File: src/core/umd_pkg.sv
/*
  Constants for the unified memory map decoder: region bounds, variant codes,
  and target codes.
  Assumes a 16-bit unified address space shared by CPU and DMA.
*/
package umd_pkg;

  // ==========================================================================
  // Variants
  localparam logic [1:0] UMD_VAR_SMALL = 2'h0;
  localparam logic [1:0] UMD_VAR_MID = 2'h1;
  localparam logic [1:0] UMD_VAR_LARGE = 2'h2;

  // ==========================================================================
  // Region bounds
  localparam logic [15:0] UMD_FLASH_END_SMALL = 16'h1FFF;
  localparam logic [15:0] UMD_FLASH_END_MID = 16'h3FFF;
  localparam logic [15:0] UMD_FLASH_END_LARGE = 16'h7FFF;
  localparam logic [15:0] UMD_SRAM_BASE = 16'hF000;
  localparam logic [15:0] UMD_HOLE_LO_SMALL = 16'hF300;
  localparam logic [15:0] UMD_HOLE_LO_MID = 16'hF700;
  localparam logic [15:0] UMD_HOLE_HI = 16'hFEFF;
  localparam logic [15:0] UMD_VOLATILE_LO = 16'hFDA2;
  localparam logic [15:0] UMD_VOLATILE_HI = 16'hFEFF;
  localparam logic [15:0] UMD_DATA_LO = 16'hFF00;
  localparam logic [15:0] UMD_DATA_HI = 16'hFFFF;
  localparam logic [15:0] UMD_RADIO_LO = 16'hDF00;
  localparam logic [15:0] UMD_RADIO_HI = 16'hDF3D;
  localparam logic [15:0] UMD_I2S_LO = 16'hDF40;
  localparam logic [15:0] UMD_I2S_HI = 16'hDF48;
  localparam logic [15:0] UMD_SFR_LO = 16'hDF80;
  localparam logic [15:0] UMD_SFR_HI = 16'hDFFF;
  localparam logic [15:0] UMD_USB_LO = 16'hDE00;
  localparam logic [15:0] UMD_USB_HI = 16'hDE3F;

  // ==========================================================================
  // DATA / special function space layout
  localparam logic [7:0] UMD_DATA_DIRECT_TOP = 8'h7F;
  localparam logic [7:0] UMD_BANKS_TOP = 8'h2F;
  localparam logic [7:0] UMD_BITADDR_LO = 8'h20;
  localparam logic [7:0] UMD_BITADDR_HI = 8'h2F;
  localparam logic [6:0] UMD_SFR_BIT_MASK = 7'h07;

  // ==========================================================================
  // Reset values
  localparam logic UMD_CACHE_DIS_RST = 1'b0;

  typedef enum logic [2:0] {
    UMD_TGT_NONE,
    UMD_TGT_FLASH,
    UMD_TGT_SRAM,
    UMD_TGT_DATA,
    UMD_TGT_RADIO,
    UMD_TGT_I2S,
    UMD_TGT_SFR,
    UMD_TGT_USB
  } umd_target_t;

endpackage : umd_pkg

File: src/core/umd_decoder.sv
/*
  Unified memory map decoder: one registered decode of each access into
  at most one target select, with flash write blocking, cache steering,
  DATA / special function space attribute outputs and retention marking.
  Assumes the CPU arbitrates code fetch against external data itself and
  holds request signals stable; all inputs come from logic on i_sys_clk.
*/
`timescale 1ns/1ps
`default_nettype none

// Summary of operation
// - Flash from zero to variant-dependent end.
// - SRAM decoded at top, starting 0xF000.
// - Smaller variants leave SRAM holes unimplemented.
// - Largest variant region 0xFDA2 loses contents deep.
// - DATA space mirrored at 0xFF00-0xFFFF.
// - 0xDF00-0xDF3D selects radio registers.
// - 0xDF40-0xDF48 selects I2S registers.
// - 0xDF80-0xDFFF selects peripheral special registers.
// - CPU-internal special registers never reached via map.
// - USB window only on USB variant.
// - Code fetches decode like external data.
// - External-data writes never alter flash.
// - Unimplemented addresses give undefined results.
// - Upper DATA half only indirectly reachable.
// - Register banks low; 0x20-0x2F bit addressable.
// - Seven-bit special space; multiples of eight bitwise.
// - Code prefetch waits during external-data access.
// - Flash fetches cached unless cache disabled.
// - DATA storage retained in all power modes.
// - Flash information page selected only via debug configuration.
// - SRAM undefined after power-on, never initialised.
module umd_decoder (
  input wire logic i_sys_clk,
  input wire logic i_reset,
  input wire logic i_clk_en,
  input wire logic [1:0] i_variant,
  input wire logic i_usb_present,
  input wire logic i_req_valid,
  input wire logic [15:0] i_req_addr,
  input wire logic i_req_write,
  input wire logic i_req_is_code,
  input wire logic i_req_is_dma,
  input wire logic i_sfr_in_core,
  input wire logic i_cache_dis_wr,
  input wire logic i_cache_dis_val,
  input wire logic i_dbg_info_page_sel,
  input wire logic i_data_direct,
  input wire logic [7:0] i_data_addr,
  input wire logic [6:0] i_sfr_addr,
  output logic o_sel_valid,
  output umd_pkg::umd_target_t o_target,
  output logic [15:0] o_offset,
  output logic o_write_en,
  output logic o_via_cache,
  output logic o_volatile_deep,
  output logic o_prefetch_stall,
  output logic o_cache_dis,
  output logic o_flash_info_page,
  output logic o_data_to_sfr,
  output logic o_data_bit_ok,
  output logic o_sfr_bit_ok,
  output logic o_data_bank_area
);
  import umd_pkg::*;

  // ==========================================================================
  // Combinational decode
  logic [15:0] flash_end;
  logic [15:0] hole_lo;
  logic has_hole;
  umd_target_t tgt_d;
  logic [15:0] base_d;

  always_comb begin
    unique case (i_variant)
      UMD_VAR_SMALL: flash_end = UMD_FLASH_END_SMALL;
      UMD_VAR_MID: flash_end = UMD_FLASH_END_MID;
      default: flash_end = UMD_FLASH_END_LARGE;
    endcase
    has_hole = (i_variant == UMD_VAR_SMALL) || (i_variant == UMD_VAR_MID);
    hole_lo = (i_variant == UMD_VAR_SMALL) ? UMD_HOLE_LO_SMALL : UMD_HOLE_LO_MID;
  end

  // Same map for code fetch, data, CPU and DMA; priority gives one target
  always_comb begin
    tgt_d = UMD_TGT_NONE;
    base_d = 16'h0000;
    if (i_req_addr <= flash_end) begin
      tgt_d = UMD_TGT_FLASH;
    end else if (i_req_addr >= UMD_DATA_LO) begin
      tgt_d = UMD_TGT_DATA;
      base_d = UMD_DATA_LO;
    end else if (i_req_addr >= UMD_SRAM_BASE) begin
      if (!(has_hole && i_req_addr >= hole_lo && i_req_addr <= UMD_HOLE_HI)) begin
        tgt_d = UMD_TGT_SRAM;
        base_d = UMD_SRAM_BASE;
      end
    end else if (i_req_addr >= UMD_RADIO_LO && i_req_addr <= UMD_RADIO_HI) begin
      tgt_d = UMD_TGT_RADIO;
      base_d = UMD_RADIO_LO;
    end else if (i_req_addr >= UMD_I2S_LO && i_req_addr <= UMD_I2S_HI) begin
      tgt_d = UMD_TGT_I2S;
      base_d = UMD_I2S_LO;
    end else if (i_req_addr >= UMD_SFR_LO && i_req_addr <= UMD_SFR_HI) begin
      if (!i_sfr_in_core) begin
        tgt_d = UMD_TGT_SFR;
        base_d = UMD_SFR_LO;
      end
    end else if (i_req_addr >= UMD_USB_LO && i_req_addr <= UMD_USB_HI) begin
      if (i_usb_present) begin
        tgt_d = UMD_TGT_USB;
        base_d = UMD_USB_LO;
      end
    end
  end

  // ==========================================================================
  // Registered select
  always_ff @(posedge i_sys_clk) begin
    if (i_reset) begin
      o_sel_valid <= 1'b0;
      o_target <= UMD_TGT_NONE;
      o_offset <= 16'h0000;
      o_write_en <= 1'b0;
      o_via_cache <= 1'b0;
      o_volatile_deep <= 1'b0;
    end else if (i_clk_en) begin
      o_sel_valid <= i_req_valid && (tgt_d != UMD_TGT_NONE);
      o_target <= i_req_valid ? tgt_d : UMD_TGT_NONE;
      o_offset <= i_req_addr - base_d;
      // Flash never takes an ordinary write; SRAM needs no init either
      o_write_en <= i_req_valid && i_req_write && (tgt_d != UMD_TGT_FLASH)
                    && (tgt_d != UMD_TGT_NONE);
      o_via_cache <= i_req_valid && i_req_is_code && !i_req_is_dma
                     && (tgt_d == UMD_TGT_FLASH) && !o_cache_dis;
      // DATA mirror never marked volatile
      o_volatile_deep <= i_req_valid && (i_variant == UMD_VAR_LARGE)
                         && (tgt_d == UMD_TGT_SRAM) && (i_req_addr >= UMD_VOLATILE_LO)
                         && (i_req_addr <= UMD_VOLATILE_HI);
    end
  end

  // Shared code/data bus: stall prefetch while CPU does external data
  assign o_prefetch_stall = i_req_valid && !i_req_is_code && !i_req_is_dma;

  // ==========================================================================
  // Cache disable and information page select
  always_ff @(posedge i_sys_clk) begin
    if (i_reset) begin
      o_cache_dis <= UMD_CACHE_DIS_RST;
    end else if (i_clk_en && i_cache_dis_wr) begin
      o_cache_dis <= i_cache_dis_val;
    end
  end

  always_ff @(posedge i_sys_clk) begin
    if (i_reset) begin
      o_flash_info_page <= 1'b0;
    end else if (i_clk_en) begin
      o_flash_info_page <= i_dbg_info_page_sel;
    end
  end

  // ==========================================================================
  // DATA and special function space attributes
  always_ff @(posedge i_sys_clk) begin
    if (i_reset) begin
      o_data_to_sfr <= 1'b0;
      o_data_bit_ok <= 1'b0;
      o_sfr_bit_ok <= 1'b0;
      o_data_bank_area <= 1'b0;
    end else if (i_clk_en) begin
      o_data_to_sfr <= i_data_direct && (i_data_addr > UMD_DATA_DIRECT_TOP);
      o_data_bit_ok <= (i_data_addr >= UMD_BITADDR_LO)
                       && (i_data_addr <= UMD_BITADDR_HI);
      o_data_bank_area <= i_data_addr <= UMD_BANKS_TOP;
      o_sfr_bit_ok <= (i_sfr_addr & UMD_SFR_BIT_MASK) == 7'h00;
    end
  end

  // ==========================================================================
  // Checks
  chk_flash_no_write: assert property (@(posedge i_sys_clk) disable iff (i_reset)
    i_clk_en && i_req_valid && i_req_write && i_req_addr <= flash_end |=> !o_write_en)
    else $error("write enabled toward flash");

  chk_radio_select: assert property (@(posedge i_sys_clk) disable iff (i_reset)
    i_clk_en && i_req_valid && i_req_addr >= UMD_RADIO_LO && i_req_addr <= UMD_RADIO_HI
    |=> o_sel_valid && o_target == UMD_TGT_RADIO)
    else $error("radio window not selected");

  chk_i2s_select: assert property (@(posedge i_sys_clk) disable iff (i_reset)
    i_clk_en && i_req_valid && i_req_addr >= UMD_I2S_LO && i_req_addr <= UMD_I2S_HI
    |=> o_target == UMD_TGT_I2S)
    else $error("i2s window not selected");

  chk_core_sfr_hidden: assert property (@(posedge i_sys_clk) disable iff (i_reset)
    i_clk_en && i_req_valid && i_sfr_in_core |=> o_target != UMD_TGT_SFR)
    else $error("core special register reached through map");

  chk_usb_absent: assert property (@(posedge i_sys_clk) disable iff (i_reset)
    i_clk_en && !i_usb_present |=> o_target != UMD_TGT_USB)
    else $error("usb selected without usb");

  chk_data_mirror: assert property (@(posedge i_sys_clk) disable iff (i_reset)
    i_clk_en && i_req_valid && i_req_addr >= UMD_DATA_LO
    |=> o_target == UMD_TGT_DATA && o_offset == $past(i_req_addr) - UMD_DATA_LO)
    else $error("data mirror misdecoded");

  chk_sram_hole: assert property (@(posedge i_sys_clk) disable iff (i_reset)
    i_clk_en && i_req_valid && i_variant == UMD_VAR_SMALL && i_req_addr >= UMD_HOLE_LO_SMALL
    && i_req_addr <= UMD_HOLE_HI |=> !o_sel_valid)
    else $error("hole decoded as sram");

  chk_cache_bypass: assert property (@(posedge i_sys_clk) disable iff (i_reset)
    i_clk_en && o_cache_dis |=> !o_via_cache)
    else $error("fetch cached while disabled");

  chk_direct_upper: assert property (@(posedge i_sys_clk) disable iff (i_reset)
    i_clk_en && i_data_direct && i_data_addr[7] |=> o_data_to_sfr)
    else $error("upper direct not sent to special space");

  chk_flash_select: assert property (@(posedge i_sys_clk) disable iff (i_reset)
    i_clk_en && i_req_valid && i_req_addr <= flash_end
    |=> o_sel_valid && o_target == UMD_TGT_FLASH && o_offset == $past(i_req_addr))
    else $error("flash window not selected");

  chk_flash_end: assert property (@(posedge i_sys_clk) disable iff (i_reset)
    i_clk_en && i_variant == UMD_VAR_SMALL && i_req_addr > UMD_FLASH_END_SMALL
    && i_req_addr <= UMD_FLASH_END_LARGE |=> !o_sel_valid)
    else $error("flash decoded past its end");

  chk_sram_select: assert property (@(posedge i_sys_clk) disable iff (i_reset)
    i_clk_en && i_req_valid && i_variant == UMD_VAR_LARGE && i_req_addr >= UMD_SRAM_BASE
    && i_req_addr < UMD_DATA_LO
    |=> o_target == UMD_TGT_SRAM && o_offset == $past(i_req_addr) - UMD_SRAM_BASE)
    else $error("sram window not selected");

  chk_mid_hole: assert property (@(posedge i_sys_clk) disable iff (i_reset)
    i_clk_en && i_variant == UMD_VAR_MID && i_req_addr >= UMD_HOLE_LO_MID
    && i_req_addr <= UMD_HOLE_HI |=> !o_sel_valid)
    else $error("mid hole decoded as sram");

  chk_volatile_mark: assert property (@(posedge i_sys_clk) disable iff (i_reset)
    i_clk_en && i_req_valid && i_variant == UMD_VAR_LARGE && i_req_addr >= UMD_VOLATILE_LO
    && i_req_addr <= UMD_VOLATILE_HI |=> o_volatile_deep)
    else $error("volatile sram not marked");

  chk_retained_area: assert property (@(posedge i_sys_clk) disable iff (i_reset)
    i_clk_en && (i_variant != UMD_VAR_LARGE || i_req_addr < UMD_VOLATILE_LO
    || i_req_addr > UMD_VOLATILE_HI) |=> !o_volatile_deep)
    else $error("retained area marked volatile");

  chk_sfr_select: assert property (@(posedge i_sys_clk) disable iff (i_reset)
    i_clk_en && i_req_valid && !i_sfr_in_core && i_req_addr >= UMD_SFR_LO
    && i_req_addr <= UMD_SFR_HI
    |=> o_target == UMD_TGT_SFR && o_offset == $past(i_req_addr) - UMD_SFR_LO)
    else $error("special window not selected");

  chk_usb_select: assert property (@(posedge i_sys_clk) disable iff (i_reset)
    i_clk_en && i_req_valid && i_usb_present && i_req_addr >= UMD_USB_LO
    && i_req_addr <= UMD_USB_HI |=> o_target == UMD_TGT_USB)
    else $error("usb window not selected");

  chk_code_from_sram: assert property (@(posedge i_sys_clk) disable iff (i_reset)
    i_clk_en && i_req_valid && i_req_is_code && i_variant == UMD_VAR_LARGE
    && i_req_addr >= UMD_SRAM_BASE && i_req_addr < UMD_DATA_LO
    |=> o_target == UMD_TGT_SRAM && !o_via_cache)
    else $error("code fetch from sram misdecoded");

  chk_unimpl_none: assert property (@(posedge i_sys_clk) disable iff (i_reset)
    i_clk_en && i_req_valid && i_req_addr > UMD_FLASH_END_LARGE && i_req_addr < UMD_USB_LO
    |=> !o_sel_valid && !o_write_en)
    else $error("unimplemented address selected");

  chk_one_target: assert property (@(posedge i_sys_clk) disable iff (i_reset)
    o_sel_valid == (o_target != UMD_TGT_NONE))
    else $error("select and target disagree");

  chk_idle_none: assert property (@(posedge i_sys_clk) disable iff (i_reset)
    i_clk_en && !i_req_valid |=> !o_sel_valid && !o_write_en && !o_via_cache)
    else $error("idle cycle selected a target");

  chk_prefetch_stall: assert property (@(posedge i_sys_clk) disable iff (i_reset)
    i_req_valid && !i_req_is_code && !i_req_is_dma |-> o_prefetch_stall)
    else $error("prefetch not stalled for data access");

  chk_cache_write: assert property (@(posedge i_sys_clk) disable iff (i_reset)
    i_clk_en && i_cache_dis_wr |=> o_cache_dis == $past(i_cache_dis_val))
    else $error("cache disable not loaded");

  chk_info_page: assert property (@(posedge i_sys_clk) disable iff (i_reset)
    i_clk_en |=> o_flash_info_page == $past(i_dbg_info_page_sel))
    else $error("info page select not followed");

  chk_data_bits: assert property (@(posedge i_sys_clk) disable iff (i_reset)
    i_clk_en && i_data_addr >= UMD_BITADDR_LO && i_data_addr <= UMD_BITADDR_HI
    |=> o_data_bit_ok && o_data_bank_area)
    else $error("bit area not flagged");

  chk_direct_lower: assert property (@(posedge i_sys_clk) disable iff (i_reset)
    i_clk_en && !i_data_addr[7] |=> !o_data_to_sfr)
    else $error("lower direct sent to special space");

  chk_sfr_bits: assert property (@(posedge i_sys_clk) disable iff (i_reset)
    i_clk_en && i_sfr_addr[2:0] == 3'h0 |=> o_sfr_bit_ok)
    else $error("bit special register not flagged");

endmodule : umd_decoder

`default_nettype wire

File: config.mk
export PLATFORM = sky130hd
export DESIGN_NAME = umd_decoder
export DESIGN_NICKNAME = d
export VERILOG_FILES = /design/src/core/umd_pkg.sv /design/src/core/umd_decoder.sv
export SDC_FILE = /design/constraint.sdc
export NUM_CORES = 1
export LEC_CHECK = 0
export ABC_CLOCK_PERIOD_IN_PS = 3100
export BUFFER_PORTS_ARGS = -buffer_cell sky130_fd_sc_hd__buf_2
export CORE_UTILIZATION = 47
export DETAILED_ROUTE_END_ITERATION = 6
export PLACE_DENSITY = 0.76
export SETUP_SLACK_MARGIN = 0.02
export SYNTH_ARGS = -nofsm -noshare
export SYNTH_HDL_FRONTEND = slang
export SYNTH_SLANG_ARGS = --single-unit
export TNS_END_PERCENT = 20
File: constraint.sdc
create_clock -name i_sys_clk -period 3.1 [get_ports i_sys_clk]
set_clock_uncertainty 0.2 [all_clocks]
set_input_delay 0.155 -clock i_sys_clk [delete_from_list [all_inputs] [get_ports i_sys_clk]]
set_output_delay 0.155 -clock i_sys_clk [all_outputs]
set_load 0.01 [all_outputs]
After elaboration in Yosys (flattened, before gate mapping)
Cells that the tools add are included.
{"block": "totals", "regBits": 29, "inputBits": 46, "output_inout_bits": 30, "elab_cells": 88}
{"block": "classes", "add_sub_neg": 1, "order_cmp": 17, "n_eq_ne": 5, "muxes": 23, "n_reduce_logical": 30}
{"cell": "2-to-1 mux 16 bit", "count": 10}
{"cell": "greater-or-equal comparator 16 bit, second input constant", "count": 7}
{"cell": "<= comparator 16 bit, second input constant", "count": 5}
{"cell": "2-to-1 mux 3 bit", "count": 10}
{"cell": "case mux 15 bit (2 select lines)", "count": 1}
{"cell": "logical AND 1 bit", "count": 23}
{"cell": "greater-or-equal comparator 16 bit", "count": 1}
{"cell": "<= comparator 16 bit", "count": 1}
{"cell": "subtractor 16 bit", "count": 1}
{"cell": "2-to-1 mux 11 bit", "count": 1}
{"cell": "greater-or-equal comparator 8 x 6 -> 1 bit, second input constant", "count": 1}
{"cell": "greater-than comparator 8 x 7 -> 1 bit, second input constant", "count": 1}
{"cell": "<= comparator 8 x 6 -> 1 bit, second input constant", "count": 1}
{"cell": "logical NOT 7 bit", "count": 1}
{"cell": "equality test 3 x 1 -> 1 bit, second input constant", "count": 1}
{"cell": "equality test 3 x 2 -> 1 bit, second input constant", "count": 1}
{"cell": "logical NOT 1 bit", "count": 3}
{"cell": "inequality test 3 x 1 -> 1 bit, second input constant", "count": 1}
{"cell": "nonzero test 3 bit", "count": 1}
{"cell": "equality test 2 x 1 -> 1 bit, second input constant", "count": 1}
{"cell": "equality test 2 bit, second input constant", "count": 1}
{"cell": "logical NOT 2 bit", "count": 1}
{"cell": "2-to-1 mux 2 bit", "count": 1}
{"cell": "logical OR 1 bit", "count": 1}

Logic depth before layout (Yosys ltp)
{"block": "depth", "ltp_word": 13, "ltp_mapped": 13, "ltp_nobuf": 13}

Worst setup path after synthesis
No wires, ideal clock.
{"block": "synth_timing", "path_type": "input -> register", "startpoint": "in i_req_addr[1]", "endpoint": "reg o_offset[14]", "setup_time_ns": 0.058, "arrival_ns": 2.582, "required_time_ns": 2.842, "setup_slack_ns": 0.260, "stages": 12, "path_buffers": 0, "cell_sequence": "o41ai_1 nand3_1 inv_1 ha_1 inv_1 fa_1 a21o_1 a21oi_1 o211ai_1 a21o_1 a2111oi_0 a211o_1"}
{"block": "synth_via", "elab_chain_len": 10, "word_cells_on_any_way": 28, "classes_between": "add/sub (1); order compare (13); mux (8); reduce/logical (6)"}
{"element": "start, declared", "line_no": "umd_decoder.sv:40", "rtl": "input wire logic [15:0] i_req_addr,"}
{"element": "greater-or-equal comparator 16 bit / <= comparator 16 bit (equally long branches)", "line_no": "umd_decoder.sv:110", "rtl": "end else if (i_req_addr >= UMD_USB_LO && i_req_addr <= UMD_USB_HI) begin"}
{"element": "logical AND 1 bit", "line_no": "umd_decoder.sv:110"}
{"element": "2-to-1 mux 16 bit", "line_no": "umd_decoder.sv:110"}
{"element": "2-to-1 mux 16 bit", "line_no": "umd_decoder.sv:105", "rtl": "end else if (i_req_addr >= UMD_SFR_LO && i_req_addr <= UMD_SFR_HI) begin"}
{"element": "2-to-1 mux 16 bit", "line_no": "umd_decoder.sv:102", "rtl": "end else if (i_req_addr >= UMD_I2S_LO && i_req_addr <= UMD_I2S_HI) begin"}
{"element": "2-to-1 mux 16 bit", "line_no": "umd_decoder.sv:99", "rtl": "end else if (i_req_addr >= UMD_RADIO_LO && i_req_addr <= UMD_RADIO_HI) begin"}
{"element": "2-to-1 mux 16 bit", "line_no": "umd_decoder.sv:94", "rtl": "end else if (i_req_addr >= UMD_SRAM_BASE) begin"}
{"element": "2-to-1 mux 16 bit", "line_no": "umd_decoder.sv:91", "rtl": "end else if (i_req_addr >= UMD_DATA_LO) begin"}
{"element": "2-to-1 mux 16 bit", "line_no": "umd_decoder.sv:89", "rtl": "if (i_req_addr <= flash_end) begin"}
{"element": "subtractor 16 bit *", "line_no": "umd_decoder.sv:131", "rtl": "o_offset <= i_req_addr - base_d;"}
{"element": "end signal, assigned", "line_no": "umd_decoder.sv:131"}
{"element": "end, declared", "line_no": "umd_decoder.sv:53", "rtl": "output logic [15:0] o_offset,"}
Mark *: on every way between the ends. The rest lies on a longest branch, timed or not.
A chain may end at the register's enable or synchronous reset.

Worst setup path after layout
{"block": "layout_timing", "startpoint": "in i_req_addr[14]", "endpoint": "reg o_offset[14]"}
Same word-level chain as after synthesis.

==> qor.yml <==
critical_path.startpoint_type: "primary input"
most_frequent_cell_after_synthesis: "dfxtp_1"
grt_start_max_net_pins: 33
synth_top_flop_cell: "dfxtp_1"
startpoint_of_the_most_critical_register_to_register_path: "o_cache_dis"
dp_cells: 335
core.rowCount: 21
die_h_um: 63.01
flip_flop_and_latch_count_after_synthesis: 29
synthCells: 214
core_area_um2: 3442
final-max-slew-violation-count: 0
clkSlewWorstSetupHoldPaths_ns: 0.06
floorplan.initialDensity_pct: 50.82
max-vdd-ir-drop_v: 0.0002993
status: "finished clean"
stdcell_count: 361
tritoncts.num_buffers: 5
number_of_enable_flip_flop_cells_after_synthesis: 0
crit_path_time_final_ns: 2.758
syn_area_um2: 1749
power.density_nw_per_um2: 367.5
cap_viol_max_count: 0
synth-async-reset-ratio_pct: 0
antenna_violations_before_repair: 0
cts-root-buf: "clkbuf_8"
setup_violations: 0
netlist-cell-type-count: 46
drt_iter0_drc: 154
leakage_nw: 1.184
ys_top_cells_by_area: "dfxtp_1 33%, ha_1 8.6%, mux2i_1 6.9%"
clock_tree.htree_level_count: 2
clock_sink_count: 29
hold_class: "in -> reg"
numPortBuffers: 67
clk_latency_ns: 0.28
critical_path.startpoint: "i_req_addr[14]"
first_pass_grt_wire_length_um: 8418
netlist.top_cell.by_area: "dfxtp_1"
post-cts-setup-buffers: 0
ioPinCount: 76
drive_gt1_share_pct: 29.84
globalRouteMet3Util_pct: 5.109
final_cell_area_um2: 2497
route.detailed.wl_per_inst_um: 13.78
worst-path-max-fanout: 4
grt_usage_pct: 27.52
top_usage_layer: "met2"
slack_of_the_worst_reg_to_reg_path_ns: 1.76
endpoint_arrival_time_on_the_critical_path_ns: 2.79
tritoncts: "done"
antenna-diode-count: 0
fin_nets: 373
globalRoute.totalOverflow: 0
syn-num-nets: 273
ff2ff_path_depth: 3
synth_seq_area_share_pct: 33.19
drc_errors: 0
whs_path_depth: 3
timing.setup.critical_path_class: "in -> reg"
min-delay-start: "i_req_write"
report.final.hold_viol_count: 0
first_global_vias: 1843
layout_worst_path_cycle_share_pct: 88.96
total_via_count_in_the_routed_design: 1949
drt_wl_total_um: 4973
drt_pre_antenna_iters: 4
area.growth.synth_to_final_pct: 42.78
fmax_mhz: 362.6
ctsLongestPathBuffers: 2
rsz_0062_raised_after_global_routing: "no"
slew_headroom_pct: 60.50
placement.cell_area_um2: 2228
cp-end-kind: "flip-flop"
synth_top_area_share_pct: 33.19
synth.top_cells.by_count: "29 x dfxtp_1, 28 x nor2_1, 24 x nand2_1"
grt_use_met2_pct: 41.67
met1_usage_pct: 35.23
die_w_um: 63.01
ys.warnings.count: 0
fill_cells: 298
syn_avg_cell_area_um2: 8.174
worst_ep_required_time_ns: 3.13
post-dp-hpwl_um: 3399
place.gp.congestion: 0.9641
fp.dieArea_um2: 3970
worst-slew-pin-transition_ns: 0.5924
ant_nets: 0
routed_via_density: 5.399
## final cells by class
| cell class | instances | area [um2] | share of cell area [%] |
|---|---|---|---|
| Tap cell | 46 | 57.56 | 2.305 |
| Sequential cell | 29 | 580.6 | 23.25 |
| Inverter | 10 | 37.54 | 1.503 |
| Clock buffer | 8 | 80.08 | 3.206 |
| Multi-Input combinational cell | 166 | 1099 | 43.99 |
| Timing Repair Buffer | 102 | 643.1 | 25.75 |
## placed cells by master, fill, tap and decap left out, types with 5 or more instances in the layout
master and n:
buf_2 67, a21oi_1 17, ha_1 12, mux2i_1 12, inv_1 10, nand3_1 10, nand2_1 24, o21ai_0 6
nor2_1 28, clkbuf_8 5, buf_4 17, dlygate4sd3_1 18, dfxtp_1 29
## critical path, stage by stage
cell       delay, ns
buf_2           0.12
buf_4           0.13
buf_4           0.14
a311oi_1        0.32
o21ai_0         0.23
inv_1           0.09
nor2_1          0.05
ha_1            0.32
a21o_1          0.17
a21oi_1         0.18
o211ai_1        0.14
a21o_1          0.21
a2111oi_1       0.38
a211o_1         0.15
## per-layer routing
metal | part of all wire (%) | wire length [um]
met1 | 45 | 2244
met2 | 44 | 2194
met5 | 0 | 0
met3 | 6.9 | 345
met4 | 3.8 | 189
## registers in the layout, indices dropped and copies added, names as in the netlist
register           count
o_write_en             1
o_offset              16
o_volatile_deep        1
o_data_bit_ok          1
o_cache_dis            1
o_target               3
o_sel_valid            1
o_via_cache            1
o_data_to_sfr          1
o_data_bank_area       1
o_sfr_bit_ok           1
o_flash_info_page      1
## timing repair
item,4_1_cts,5_1_grt
hold endpoints to repair,12,0
setup endpoints to repair,0,1
resized for setup,0,2
hold buffers,18,0
## cells by family after synthesis
group,share of synthesized area [%]
adder cells (fa/ha/maj),9.728
XOR/XNOR,2.003
AO/OA/AOI/OAI,18.31
buffers and inverters,4.506
multiplexers,6.867
AND/OR/NAND/NOR,25.39
flip-flops,33.19
## worst paths after layout
check | endpoint
hold reg to reg | o_data_to_sfr
setup reg to reg | o_cache_dis
setup / recovery | o_offset[14]
hold / removal | o_write_en
## report_power, final
group / switching (W) / internal [W]
combinational: 0.000113 / 0.000104
clock: 0.000140 / 0.000159
sequential: 0.00000869 / 0.000392
total: 0.000262 / 0.000656
## per-stage QoR
stage                     hold slack, ns  total power [W]   TNS, ns  setup slack (ns)  utilization (%)
after global placement            0.1928        0.0006030         0          0.006563            64.74
final                            0.04469        0.0009177         0            0.3421            72.56
after CTS                        0.03172        0.0009196         0            0.2662            72.30
after global routing             0.04626        0.0009683         0           0.05483            72.56
after floorplan                   0.1025        0.0005162         0            0.2599                -
after detailed placement          0.2093        0.0006060  -0.01558          -0.01558            64.74
No activity file was read; power rests on OpenSTA's default activity.
